### src/rtl/lcd_cmd_cfg.svh
// Purpose: Command codes, limits and reset values of the LCD command decoder
// Assumes: Included by both bus ends
// Notes:   Opcodes with a selector in bit 0 are kept as their upper seven bits
`ifndef LCD_CMD_CFG_SVH
`define LCD_CMD_CFG_SVH

// ----------------------------------------------------------------------
// Command codes
// ----------------------------------------------------------------------
`define LCD_OP_DISP_ONOFF 7'h57
`define LCD_OP_OFF_LEVEL 7'h5F
`define LCD_OP_POLARITY 7'h53
`define LCD_OP_ALL_LIT 7'h52
`define LCD_OP_COM_DIR 7'h62
`define LCD_CMD_START_LINE 8'h8A
`define LCD_CMD_PAGE 8'hB1
`define LCD_CMD_COLUMN 8'h13
`define LCD_CMD_DISP_MODE 8'h66
`define LCD_CMD_SW_RESET 8'hE2

// ----------------------------------------------------------------------
// Limits, fields and reset values
// ----------------------------------------------------------------------
`define LCD_START_MAX_GRAY 9'h083
`define LCD_START_MAX_BIN 9'h107
`define LCD_PAGE_MAX 6'h20
`define LCD_COL_MAX 8'h9F
`define LCD_PAGE_W 6
`define LCD_MODE_GRAY 2'h0
`define LCD_MODE_BIN 2'h1
`define LCD_START_RST 9'h000
`define LCD_PAGE_RST 6'h00
`define LCD_COL_RST 8'h00
`define LCD_BITS_PER_BYTE 3'h7
`define LCD_HOST_DIV_DEF 4

`endif

### src/rtl/lcd_cmd_pkg.sv
// Purpose: Shared types of the LCD command decoder and its host
// Assumes: Nothing
// Notes:   Constants live in lcd_cmd_cfg.svh
`default_nettype none

package lcd_cmd_pkg;
   typedef enum logic [1:0] {BUS_80, BUS_68, BUS_SERIAL} bus_mode_t;
   typedef enum logic [1:0] {XF_COMMAND, XF_PARAM, XF_DATA_READ, XF_DATA_WRITE} xfer_kind_t;
   typedef enum logic [1:0] {DRIVE_NORMAL, DRIVE_GROUND, DRIVE_MID} drive_t;
endpackage

`default_nettype wire

### src/rtl/lcd_bus_if.sv
// Purpose: Pins between host processor and LCD driver
// Assumes: Both ends run on one clock; each end drives its own data lines, host_d or dev_d
// Notes:   rd_e is read strobe (80) or enable (68); wr_rw is write strobe or direction
`default_nettype none

interface lcd_bus_if;
   logic hw_reset_n;
   logic cmd_data_select;
   logic rd_e;
   logic wr_rw;
   logic [7:0] host_d;
   logic host_d_oe;
   logic [7:0] dev_d;
   logic dev_d_oe;
   logic cs_n;
   logic sclk;
   logic sdi;

   modport host (output hw_reset_n, cmd_data_select, rd_e, wr_rw, host_d, host_d_oe,
      cs_n, sclk, sdi, input dev_d, dev_d_oe);
   modport device (input hw_reset_n, cmd_data_select, rd_e, wr_rw, host_d, host_d_oe,
      cs_n, sclk, sdi, output dev_d, dev_d_oe);
endinterface

`default_nettype wire

### src/rtl/lcd_cmd_device.sv
// Purpose: Driver end: classifies bus cycles and executes display commands
// Assumes: All pins are asynchronous to clock and are synchronised here
// Notes:   Strobes must last at least four clocks to be seen
`include "lcd_cmd_cfg.svh"
`default_nettype none

module lcd_cmd_device (
   // Clock and reset
   input wire logic clock,
   input wire logic rst,
   // Bus pins
   lcd_bus_if.device bus,
   // Static bus selection
   input wire lcd_cmd_pkg::bus_mode_t bus_mode,
   // Read data supplied by the display memory side
   input wire logic [7:0] rd_data,
   // Transfer report
   output logic xfer_valid_q,
   output lcd_cmd_pkg::xfer_kind_t xfer_kind_q,
   output logic [7:0] xfer_byte_q,
   // Settings
   output logic display_on_q,
   output logic off_level_mid_q,
   output logic reverse_q,
   output logic all_lit_q,
   output logic com_reverse_q,
   output logic [1:0] disp_mode_q,
   output logic [8:0] start_line_q,
   output logic [5:0] page_q,
   output logic [7:0] column_q,
   output lcd_cmd_pkg::drive_t drive_q,
   output logic rmw_clear_q
);

   typedef enum logic [2:0] {P_NONE, P_START_LO, P_START_HI, P_PAGE, P_COLUMN, P_MODE}
      pend_t;

   // ----------------------------------------------------------------------
   // Pin synchronisers
   // ----------------------------------------------------------------------
   localparam int SW = 15;
   logic [SW-1:0] meta_q, sync_q;
   logic act_prev_q, act_rd_q, sclk_prev_q;
   logic [2:0] bit_cnt_q;
   logic [6:0] shift_q;
   logic byte_stb, byte_dsel, strobe_act, strobe_read, hw_rst;
   logic [7:0] byte_val;
   pend_t pend_q;
   logic [7:0] start_lo_q;
   logic soft_rst;

   always_ff @(posedge clock) begin
      if (rst) begin
         meta_q <= '0;
         sync_q <= '0;
      end else begin
         meta_q <= {bus.hw_reset_n, bus.cmd_data_select, bus.rd_e, bus.wr_rw, bus.cs_n,
            bus.sclk, bus.sdi, bus.host_d};
         sync_q <= meta_q;
      end
   end

   wire s_rst_n = sync_q[14];
   wire s_dsel = sync_q[13];
   wire s_rd_e = sync_q[12];
   wire s_wr_rw = sync_q[11];
   wire s_cs_n = sync_q[10];
   wire s_sclk = sync_q[9];
   wire s_sdi = sync_q[8];
   wire [7:0] s_d = sync_q[7:0];

   // Pin reset stays active after rst until the synchroniser has filled with a high pin level
   assign hw_rst = rst | ~s_rst_n;

   // ----------------------------------------------------------------------
   // Parallel strobes
   // ----------------------------------------------------------------------
   always_comb begin
      if (bus_mode == lcd_cmd_pkg::BUS_68) begin
         strobe_act = s_rd_e;
         strobe_read = s_wr_rw;
      end else begin
         strobe_act = ~s_rd_e | ~s_wr_rw;
         strobe_read = ~s_rd_e;
      end
   end

   always_ff @(posedge clock) begin
      if (hw_rst) begin
         act_prev_q <= 1'b0;
         act_rd_q <= 1'b0;
         sclk_prev_q <= 1'b0;
      end else begin
         act_prev_q <= strobe_act;
         // Remembers a read strobe so that its trailing edge is never taken as a write
         act_rd_q <= strobe_act && strobe_read;
         sclk_prev_q <= s_sclk;
      end
   end

   // Read data is driven for as long as the read strobe stands
   always_ff @(posedge clock) begin
      if (hw_rst) begin
         bus.dev_d_oe <= 1'b0;
         bus.dev_d <= 8'h00;
      end else begin
         bus.dev_d_oe <= (bus_mode != lcd_cmd_pkg::BUS_SERIAL) && strobe_act && strobe_read;
         bus.dev_d <= rd_data;
      end
   end

   // ----------------------------------------------------------------------
   // Serial shifter
   // ----------------------------------------------------------------------
   always_ff @(posedge clock) begin
      if (hw_rst || s_cs_n || bus_mode != lcd_cmd_pkg::BUS_SERIAL) begin
         bit_cnt_q <= 3'h0;
         shift_q <= 7'h00;
      end else if (s_sclk && !sclk_prev_q) begin
         bit_cnt_q <= bit_cnt_q + 3'h1;
         shift_q <= {shift_q[5:0], s_sdi};
      end
   end

   // ----------------------------------------------------------------------
   // Byte source; a parallel write byte is taken as the strobe ends, a serial one at the eighth clock rise
   // ----------------------------------------------------------------------
   always_comb begin
      byte_stb = 1'b0;
      byte_dsel = s_dsel;
      byte_val = s_d;
      if (bus_mode == lcd_cmd_pkg::BUS_SERIAL) begin
         byte_stb = !s_cs_n && s_sclk && !sclk_prev_q && bit_cnt_q == `LCD_BITS_PER_BYTE;
         byte_val = {shift_q, s_sdi};
      end else begin
         byte_stb = act_prev_q && !strobe_act && !act_rd_q;
      end
   end

   wire rd_start = bus_mode != lcd_cmd_pkg::BUS_SERIAL && strobe_act && !act_prev_q
      && strobe_read;

   // ----------------------------------------------------------------------
   // Transfer classification
   // ----------------------------------------------------------------------
   always_ff @(posedge clock) begin
      if (hw_rst) begin
         xfer_valid_q <= 1'b0;
         xfer_kind_q <= lcd_cmd_pkg::XF_COMMAND;
         xfer_byte_q <= 8'h00;
      end else begin
         xfer_valid_q <= byte_stb | rd_start;
         if (rd_start) begin
            xfer_kind_q <= lcd_cmd_pkg::XF_DATA_READ;
            xfer_byte_q <= rd_data;
         end else if (byte_stb) begin
            xfer_byte_q <= byte_val;
            if (!byte_dsel)
               xfer_kind_q <= lcd_cmd_pkg::XF_COMMAND;
            else if (pend_q != P_NONE)
               xfer_kind_q <= lcd_cmd_pkg::XF_PARAM;
            else
               xfer_kind_q <= lcd_cmd_pkg::XF_DATA_WRITE;
         end
      end
   end

   // ----------------------------------------------------------------------
   // Parameter sequencer
   // ----------------------------------------------------------------------
   wire cmd_stb = byte_stb && !byte_dsel;
   wire par_stb = byte_stb && byte_dsel;
   assign soft_rst = cmd_stb && byte_val == `LCD_CMD_SW_RESET;

   // A new command abandons any parameter still owed
   always_ff @(posedge clock) begin
      if (hw_rst) begin
         pend_q <= P_NONE;
      end else if (cmd_stb) begin
         unique case (byte_val)
            `LCD_CMD_START_LINE: pend_q <= P_START_LO;
            `LCD_CMD_PAGE: pend_q <= P_PAGE;
            `LCD_CMD_COLUMN: pend_q <= P_COLUMN;
            `LCD_CMD_DISP_MODE: pend_q <= P_MODE;
            default: pend_q <= P_NONE;
         endcase
      end else if (par_stb) begin
         if (pend_q == P_START_LO && disp_mode_q == `LCD_MODE_BIN)
            pend_q <= P_START_HI;
         else
            pend_q <= P_NONE;
      end
   end

   always_ff @(posedge clock) begin
      if (hw_rst)
         start_lo_q <= 8'h00;
      else if (par_stb && pend_q == P_START_LO)
         start_lo_q <= byte_val;
   end

   // ----------------------------------------------------------------------
   // Display settings; single-byte commands carry their choice in bit 0
   // ----------------------------------------------------------------------
   always_ff @(posedge clock) begin
      if (hw_rst) begin
         display_on_q <= 1'b0;
         off_level_mid_q <= 1'b0;
         reverse_q <= 1'b0;
         all_lit_q <= 1'b0;
         com_reverse_q <= 1'b0;
      end else if (cmd_stb) begin
         unique case (byte_val[7:1])
            `LCD_OP_DISP_ONOFF: display_on_q <= byte_val[0];
            `LCD_OP_OFF_LEVEL: off_level_mid_q <= byte_val[0];
            `LCD_OP_POLARITY: reverse_q <= byte_val[0];
            `LCD_OP_ALL_LIT: all_lit_q <= byte_val[0];
            `LCD_OP_COM_DIR: com_reverse_q <= byte_val[0];
            default: ;
         endcase
      end
   end

   always_ff @(posedge clock) begin
      if (hw_rst)
         disp_mode_q <= `LCD_MODE_GRAY;
      else if (par_stb && pend_q == P_MODE
               && (byte_val[1:0] == `LCD_MODE_GRAY || byte_val[1:0] == `LCD_MODE_BIN))
         disp_mode_q <= byte_val[1:0];
   end

   // Out-of-range start lines are dropped rather than wrapped
   always_ff @(posedge clock) begin
      if (hw_rst) begin
         start_line_q <= `LCD_START_RST;
      end else if (par_stb && pend_q == P_START_LO && disp_mode_q == `LCD_MODE_GRAY) begin
         if ({1'b0, byte_val} <= `LCD_START_MAX_GRAY)
            start_line_q <= {1'b0, byte_val};
      end else if (par_stb && pend_q == P_START_HI) begin
         if ({byte_val[0], start_lo_q} <= `LCD_START_MAX_BIN)
            start_line_q <= {byte_val[0], start_lo_q};
      end
   end

   always_ff @(posedge clock) begin
      if (hw_rst || soft_rst) begin
         page_q <= `LCD_PAGE_RST;
         column_q <= `LCD_COL_RST;
      end else if (par_stb && pend_q == P_PAGE) begin
         if (byte_val[`LCD_PAGE_W-1:0] <= `LCD_PAGE_MAX)
            page_q <= byte_val[`LCD_PAGE_W-1:0];
      end else if (par_stb && pend_q == P_COLUMN) begin
         if (byte_val <= `LCD_COL_MAX)
            column_q <= byte_val;
      end
   end

   // Notice to the memory side that read-modify-write is cancelled; one cycle on soft reset, held through reset
   always_ff @(posedge clock) begin
      if (hw_rst)
         rmw_clear_q <= 1'b1;
      else
         rmw_clear_q <= soft_rst;
   end

   // ----------------------------------------------------------------------
   // Output drive selection
   // ----------------------------------------------------------------------
   always_ff @(posedge clock) begin
      if (hw_rst)
         drive_q <= lcd_cmd_pkg::DRIVE_GROUND;
      else if (display_on_q)
         drive_q <= lcd_cmd_pkg::DRIVE_NORMAL;
      else if (off_level_mid_q)
         drive_q <= lcd_cmd_pkg::DRIVE_MID;
      else
         drive_q <= lcd_cmd_pkg::DRIVE_GROUND;
   end

endmodule

`default_nettype wire

### src/flat_wrapper.sv
// flat-port wrapper written by rule: the top's interface ports become plain ports
module lcd_cmd_device_flat 
  (clock, rst, bus_mode, rd_data, xfer_valid_q, xfer_kind_q, xfer_byte_q, display_on_q, off_level_mid_q, reverse_q, all_lit_q, com_reverse_q, disp_mode_q, start_line_q, page_q, column_q, drive_q, rmw_clear_q, bus_hw_reset_n, bus_cmd_data_select, bus_rd_e, bus_wr_rw, bus_host_d, bus_host_d_oe, bus_cs_n, bus_sclk, bus_sdi, bus_dev_d, bus_dev_d_oe);
  lcd_bus_if bus_i ();
  input wire logic clock;
  input wire logic rst;
  input wire lcd_cmd_pkg::bus_mode_t bus_mode;
  input wire logic [7:0] rd_data;
  output logic xfer_valid_q;
  output lcd_cmd_pkg::xfer_kind_t xfer_kind_q;
  output logic [7:0] xfer_byte_q;
  output logic display_on_q;
  output logic off_level_mid_q;
  output logic reverse_q;
  output logic all_lit_q;
  output logic com_reverse_q;
  output logic [1:0] disp_mode_q;
  output logic [8:0] start_line_q;
  output logic [5:0] page_q;
  output logic [7:0] column_q;
  output lcd_cmd_pkg::drive_t drive_q;
  output logic rmw_clear_q;
  input wire logic [$bits(bus_i.hw_reset_n)-1:0] bus_hw_reset_n;
  input wire logic [$bits(bus_i.cmd_data_select)-1:0] bus_cmd_data_select;
  input wire logic [$bits(bus_i.rd_e)-1:0] bus_rd_e;
  input wire logic [$bits(bus_i.wr_rw)-1:0] bus_wr_rw;
  input wire logic [$bits(bus_i.host_d)-1:0] bus_host_d;
  input wire logic [$bits(bus_i.host_d_oe)-1:0] bus_host_d_oe;
  input wire logic [$bits(bus_i.cs_n)-1:0] bus_cs_n;
  input wire logic [$bits(bus_i.sclk)-1:0] bus_sclk;
  input wire logic [$bits(bus_i.sdi)-1:0] bus_sdi;
  output wire logic [$bits(bus_i.dev_d)-1:0] bus_dev_d;
  output wire logic [$bits(bus_i.dev_d_oe)-1:0] bus_dev_d_oe;
  assign bus_i.hw_reset_n = bus_hw_reset_n;
  assign bus_i.cmd_data_select = bus_cmd_data_select;
  assign bus_i.rd_e = bus_rd_e;
  assign bus_i.wr_rw = bus_wr_rw;
  assign bus_i.host_d = bus_host_d;
  assign bus_i.host_d_oe = bus_host_d_oe;
  assign bus_i.cs_n = bus_cs_n;
  assign bus_i.sclk = bus_sclk;
  assign bus_i.sdi = bus_sdi;
  assign bus_dev_d = bus_i.dev_d;
  assign bus_dev_d_oe = bus_i.dev_d_oe;
  lcd_cmd_device u_core (.clock(clock), .rst(rst), .bus(bus_i), .bus_mode(bus_mode), .rd_data(rd_data), .xfer_valid_q(xfer_valid_q), .xfer_kind_q(xfer_kind_q), .xfer_byte_q(xfer_byte_q), .display_on_q(display_on_q), .off_level_mid_q(off_level_mid_q), .reverse_q(reverse_q), .all_lit_q(all_lit_q), .com_reverse_q(com_reverse_q), .disp_mode_q(disp_mode_q), .start_line_q(start_line_q), .page_q(page_q), .column_q(column_q), .drive_q(drive_q), .rmw_clear_q(rmw_clear_q));
endmodule
### config.mk
export PLATFORM = sky130hd
export DESIGN_NAME = lcd_cmd_device_flat
export DESIGN_NICKNAME = d
export VERILOG_FILES = /design/src/rtl/lcd_cmd_pkg.sv /design/src/rtl/lcd_bus_if.sv /design/src/rtl/lcd_cmd_device.sv /design/src/flat_wrapper.sv
export VERILOG_INCLUDE_DIRS = /design/src /design/src/rtl
export SDC_FILE = /design/constraint.sdc
export NUM_CORES = 1
export LEC_CHECK = 0
export BUFFER_PORTS_ARGS = -buffer_cell sky130_fd_sc_hd__buf_2
export CAP_MARGIN = 20
export CORE_MARGIN = 10
export CORE_UTILIZATION = 59
export CTS_CLUSTER_SIZE = 20
export DETAILED_ROUTE_END_ITERATION = 10
export PLACE_DENSITY = 0.94
export SLEW_MARGIN = 25
export SYNTH_ARGS = -nofsm -noshare
export SYNTH_HDL_FRONTEND = slang
export SYNTH_SLANG_ARGS = --single-unit
export TNS_END_PERCENT = 20
### constraint.sdc
create_clock -name clock -period 3.49 [get_ports clock]
set_clock_uncertainty 0.2 [all_clocks]
set_input_delay 0 -clock clock [delete_from_list [all_inputs] [get_ports clock]]
set_output_delay 0 -clock clock [all_outputs]
set_load 0.005 [all_outputs]
==> flow_metrics.tcl <==
set metrics [dict create \
    outcome "completed" \
    drive_gt1_share_pct 22.1 \
    syn-num-nets 462 \
    synth_cells 432 \
    wl_per_cell_um 17.0 \
    syn_avg_cell_area_um2 9.82 \
    cts.clk_slew.worst_paths_ps 100 \
    dr.pass1.iters 5 \
    fp.dieH_um 105 \
    critPathMaxFanout 21 \
    switching_share_pct 23.2 \
    vias 3637 \
    min_path_type "input port to register" \
    antenna_found_initial 0 \
    max_freq_mhz 371 \
    yosysMostFrequentCell "dfxtp_1" \
    worst_slew_pin_slew_ps 1050 \
    cts_setup_buffers 0 \
    max-cap-violations 0 \
    grt_usage_pct 19.5 \
    drt_wl_total_um 11000 \
    tns_ps 0 \
    r2r_end "u_core.start_lo_q[1]" \
    crit_family "compound AO/OA/AOI/OAI gates" \
    synthArstFlopShare_pct 0 \
    pre_cts_slack_ps 998 \
    dieArea_um2 11000 \
    final_util_pct 76.9 \
    timing.final.crit_share_pct 77.3 \
    min_to "u_core.bus.dev_d[6]" \
    fp.coreArea_um2 6910 \
    place_congestion 0.926 \
    min_delay_path_depth 3 \
    fin_ws_ps 792 \
    synth_commonest_cells "dfxtp_1, nor2_1, nor2b_1, mux2i_1, a21oi_1" \
    drc 0 \
    grt_max_degree 33 \
    nNetsFinal 576 \
    rows 30 \
    ioPinCount 81 \
    nFillCells 462 \
    cpPeakStageDelay_ps 670 \
    clock-sinks 107 \
    clkPwrFrac_pct 37.4 \
    power_density_nw_per_um2 424 \
    hold_viol 0 \
    rsz0062_at_grt "false" \
    root_buffer "clkbuf_8" \
    htreeDepth 3 \
    crit_buf_inv 2 \
    portBuffers 79 \
    relSlewSlack_pct 28.0 \
    grt_pass1_vias 3553 \
    rrSetupSlack_ps 870 \
    crit_path_start_kind "input port" \
    worstSetupPathType "input port to register" \
    numCtsBuffers 9 \
    min_from "rd_data[6]" \
    clockBufferDepth 2 \
    chipWidth_um 105 \
    syn_to_final_growth_pct 25.2 \
    synthFlopType "dfxtp_1" \
    ys_seq_elements 107 \
    drtIter0Drc 196 \
    synth_top_area_share_pct 50.5 \
    setup_viol 0 \
    p_seq_share_pct 55.5 \
    slew_violations 0 \
    cp_cell_sequence "dlygate4sd3_1, buf_2, nand2b_4, mux2i_1, nor4_1, o21ai_1, o21ai_0, a21oi_1" \
    end_kind "register" \
    yosys-top-cells-area "dfxtp_1, mux2i_1, nor2_1" \
    crit_arrival_ps 2800 \
    fin_crit_ps 2700 \
    netlist.top_cell.by_area "dfxtp_1" \
    ys_types 55 \
    yosysWarnings 0 \
    pwr-share-comb_pct 7.1 \
    vias_per_cell 5.62 \
    antennaDiodeCount 0 \
    seq_area_frac_synth_pct 50.5 \
    clk_latency_ps 380 \
    cts_tree "done" \
    p_int_w 0.00173 \
    switching_power_w 0.000522 \
    vdd_drop_max_mv 0.346 \
    ant_nets 0 \
    p_leak_nw 2.22 \
    synth-edff-count 0 \
    crit_slowest_cell "o21ai_1" \
    crit_required_ps 3590 \
    grt_pass1_wl_um 17700 \
    r2r_cells 7 \
    netlist_area_um2 4240 \
    hpwlAfterDp_um 7160 \
    r2r-start "u_core.sync_q[9]" \
    start_util_pct 61.4 \
    grt_overflow 0 \
]
==> per-layer routing <==
layer  GRT usage, %  vias to the layer above  wire length (um)  share of wire, %
met2           33.0                      184              5310                48
met1           22.1                     1665              4430                40
met4           9.02                        0               319               2.9
met3           5.84                       41               906               8.3
li1               -                     1747                 -                 -
met5              0                        -                 0                 0
==> metrics by stage <==
step	std cells	cell area, um2	hold slack [ps]	power [W]
6_report	647	5310	172	0.00225
4_1_cts	647	5310	174	0.00224
5_1_grt	647	5310	193	0.00232
2_1_floorplan	432	4240	-78.3	0.00135
3_3_place_gp	588	4660	8.06	0.00139
3_5_place_dp	588	4660	11.7	0.00140
==> registers in the layout (all words and copies together), names as in the netlist, 2 cells and up <==
name and flops:
u_core.bit_cnt_q 3, u_core.bus.dev_d 8, u_core.column_q 8, u_core.disp_mode_q 2, u_core.drive_q 2, u_core.meta_q 15, u_core.page_q 6, u_core.pend_q 3
u_core.shift_q 7, u_core.start_line_q 9, u_core.start_lo_q 8, u_core.sync_q 15, u_core.xfer_byte_q 8, u_core.xfer_kind_q 2
==> tightest hold or removal path: stages <==
cell	delay, ps
dlygate4sd3_1	520
buf_2	100
and2_1	100
==> worst max-delay path by stage <==
stage,startpoint,to,slack [ps],cells after the start
floorplan,u_core.pend_q[1],u_core.start_line_q[6],1290,8
global placement,bus_mode[0],u_core.start_line_q[8],1070,7
detailed placement,u_core.sync_q[9],u_core.start_lo_q[1],1000,7
CTS,bus_mode[0],u_core.start_line_q[8],880,8
global route,bus_mode[0],u_core.start_line_q[1],590,8
finish,bus_mode[0],u_core.start_line_q[3],790,8
==> final cells by class <==
| type | count | area, um2 | area share, % |
|---|---|---|---|
| sequential | 107 | 2140 | 40.3 |
| clock buffer | 9 | 124 | 2.33 |
| tap | 96 | 120 | 2.26 |
| timing repair buffer | 126 | 856 | 16.1 |
| clock inverter | 7 | 100 | 1.88 |
| inverter | 5 | 18.8 | 0.353 |
| multi-input combinational | 297 | 1950 | 36.7 |
==> repair_timing <==
action | CTS | global route
hold endpoints to repair | 49 | 0
hold buffers | 43 | 0
resized for setup | 0 | 0
==> cells in the final DEF (no fill, tap or decap), types with 5 or more instances in the layout <==
cell,netlist,final
a211oi_1,12,12
a211oi_2,6,6
a21oi_1,24,24
a221oi_1,8,8
and2_1,10,10
buf_2,5,79
clkbuf_8,0,9
dfxtp_1,107,107
dlygate4sd3_1,0,43
inv_1,5,5
mux2i_1,31,31
nand2_1,21,21
nand2b_1,5,5
nor2_1,62,62
nor2b_1,32,32
nor3_1,7,7
o21ai_0,12,12
or3_1,10,10
==> cells by family after synthesis <==
group | count (synthesis) | share of synthesized area, %
AND/OR/NAND/NOR | 178 | 22.9
flip-flops | 107 | 50.5
AO/OA/AOI/OAI | 77 | 12.7
multiplexers | 38 | 9.44
buffers and inverters | 28 | 3.51
XOR/XNOR | 2 | 0.413
adder cells (fa/ha/maj) | 2 | 0.590
==> power groups by stage <==
stage	sequential, W	combinational, W	clock, W
2_1_floorplan	0.00128	0.0000790	0
3_3_place_gp	0.00128	0.000115	0
3_5_place_dp	0.00128	0.000118	0
4_1_cts	0.00125	0.000155	0.000840
5_1_grt	0.00125	0.000174	0.000890
6_report	0.00125	0.000161	0.000842
Note: power is estimated with default switching activity, not from simulation.
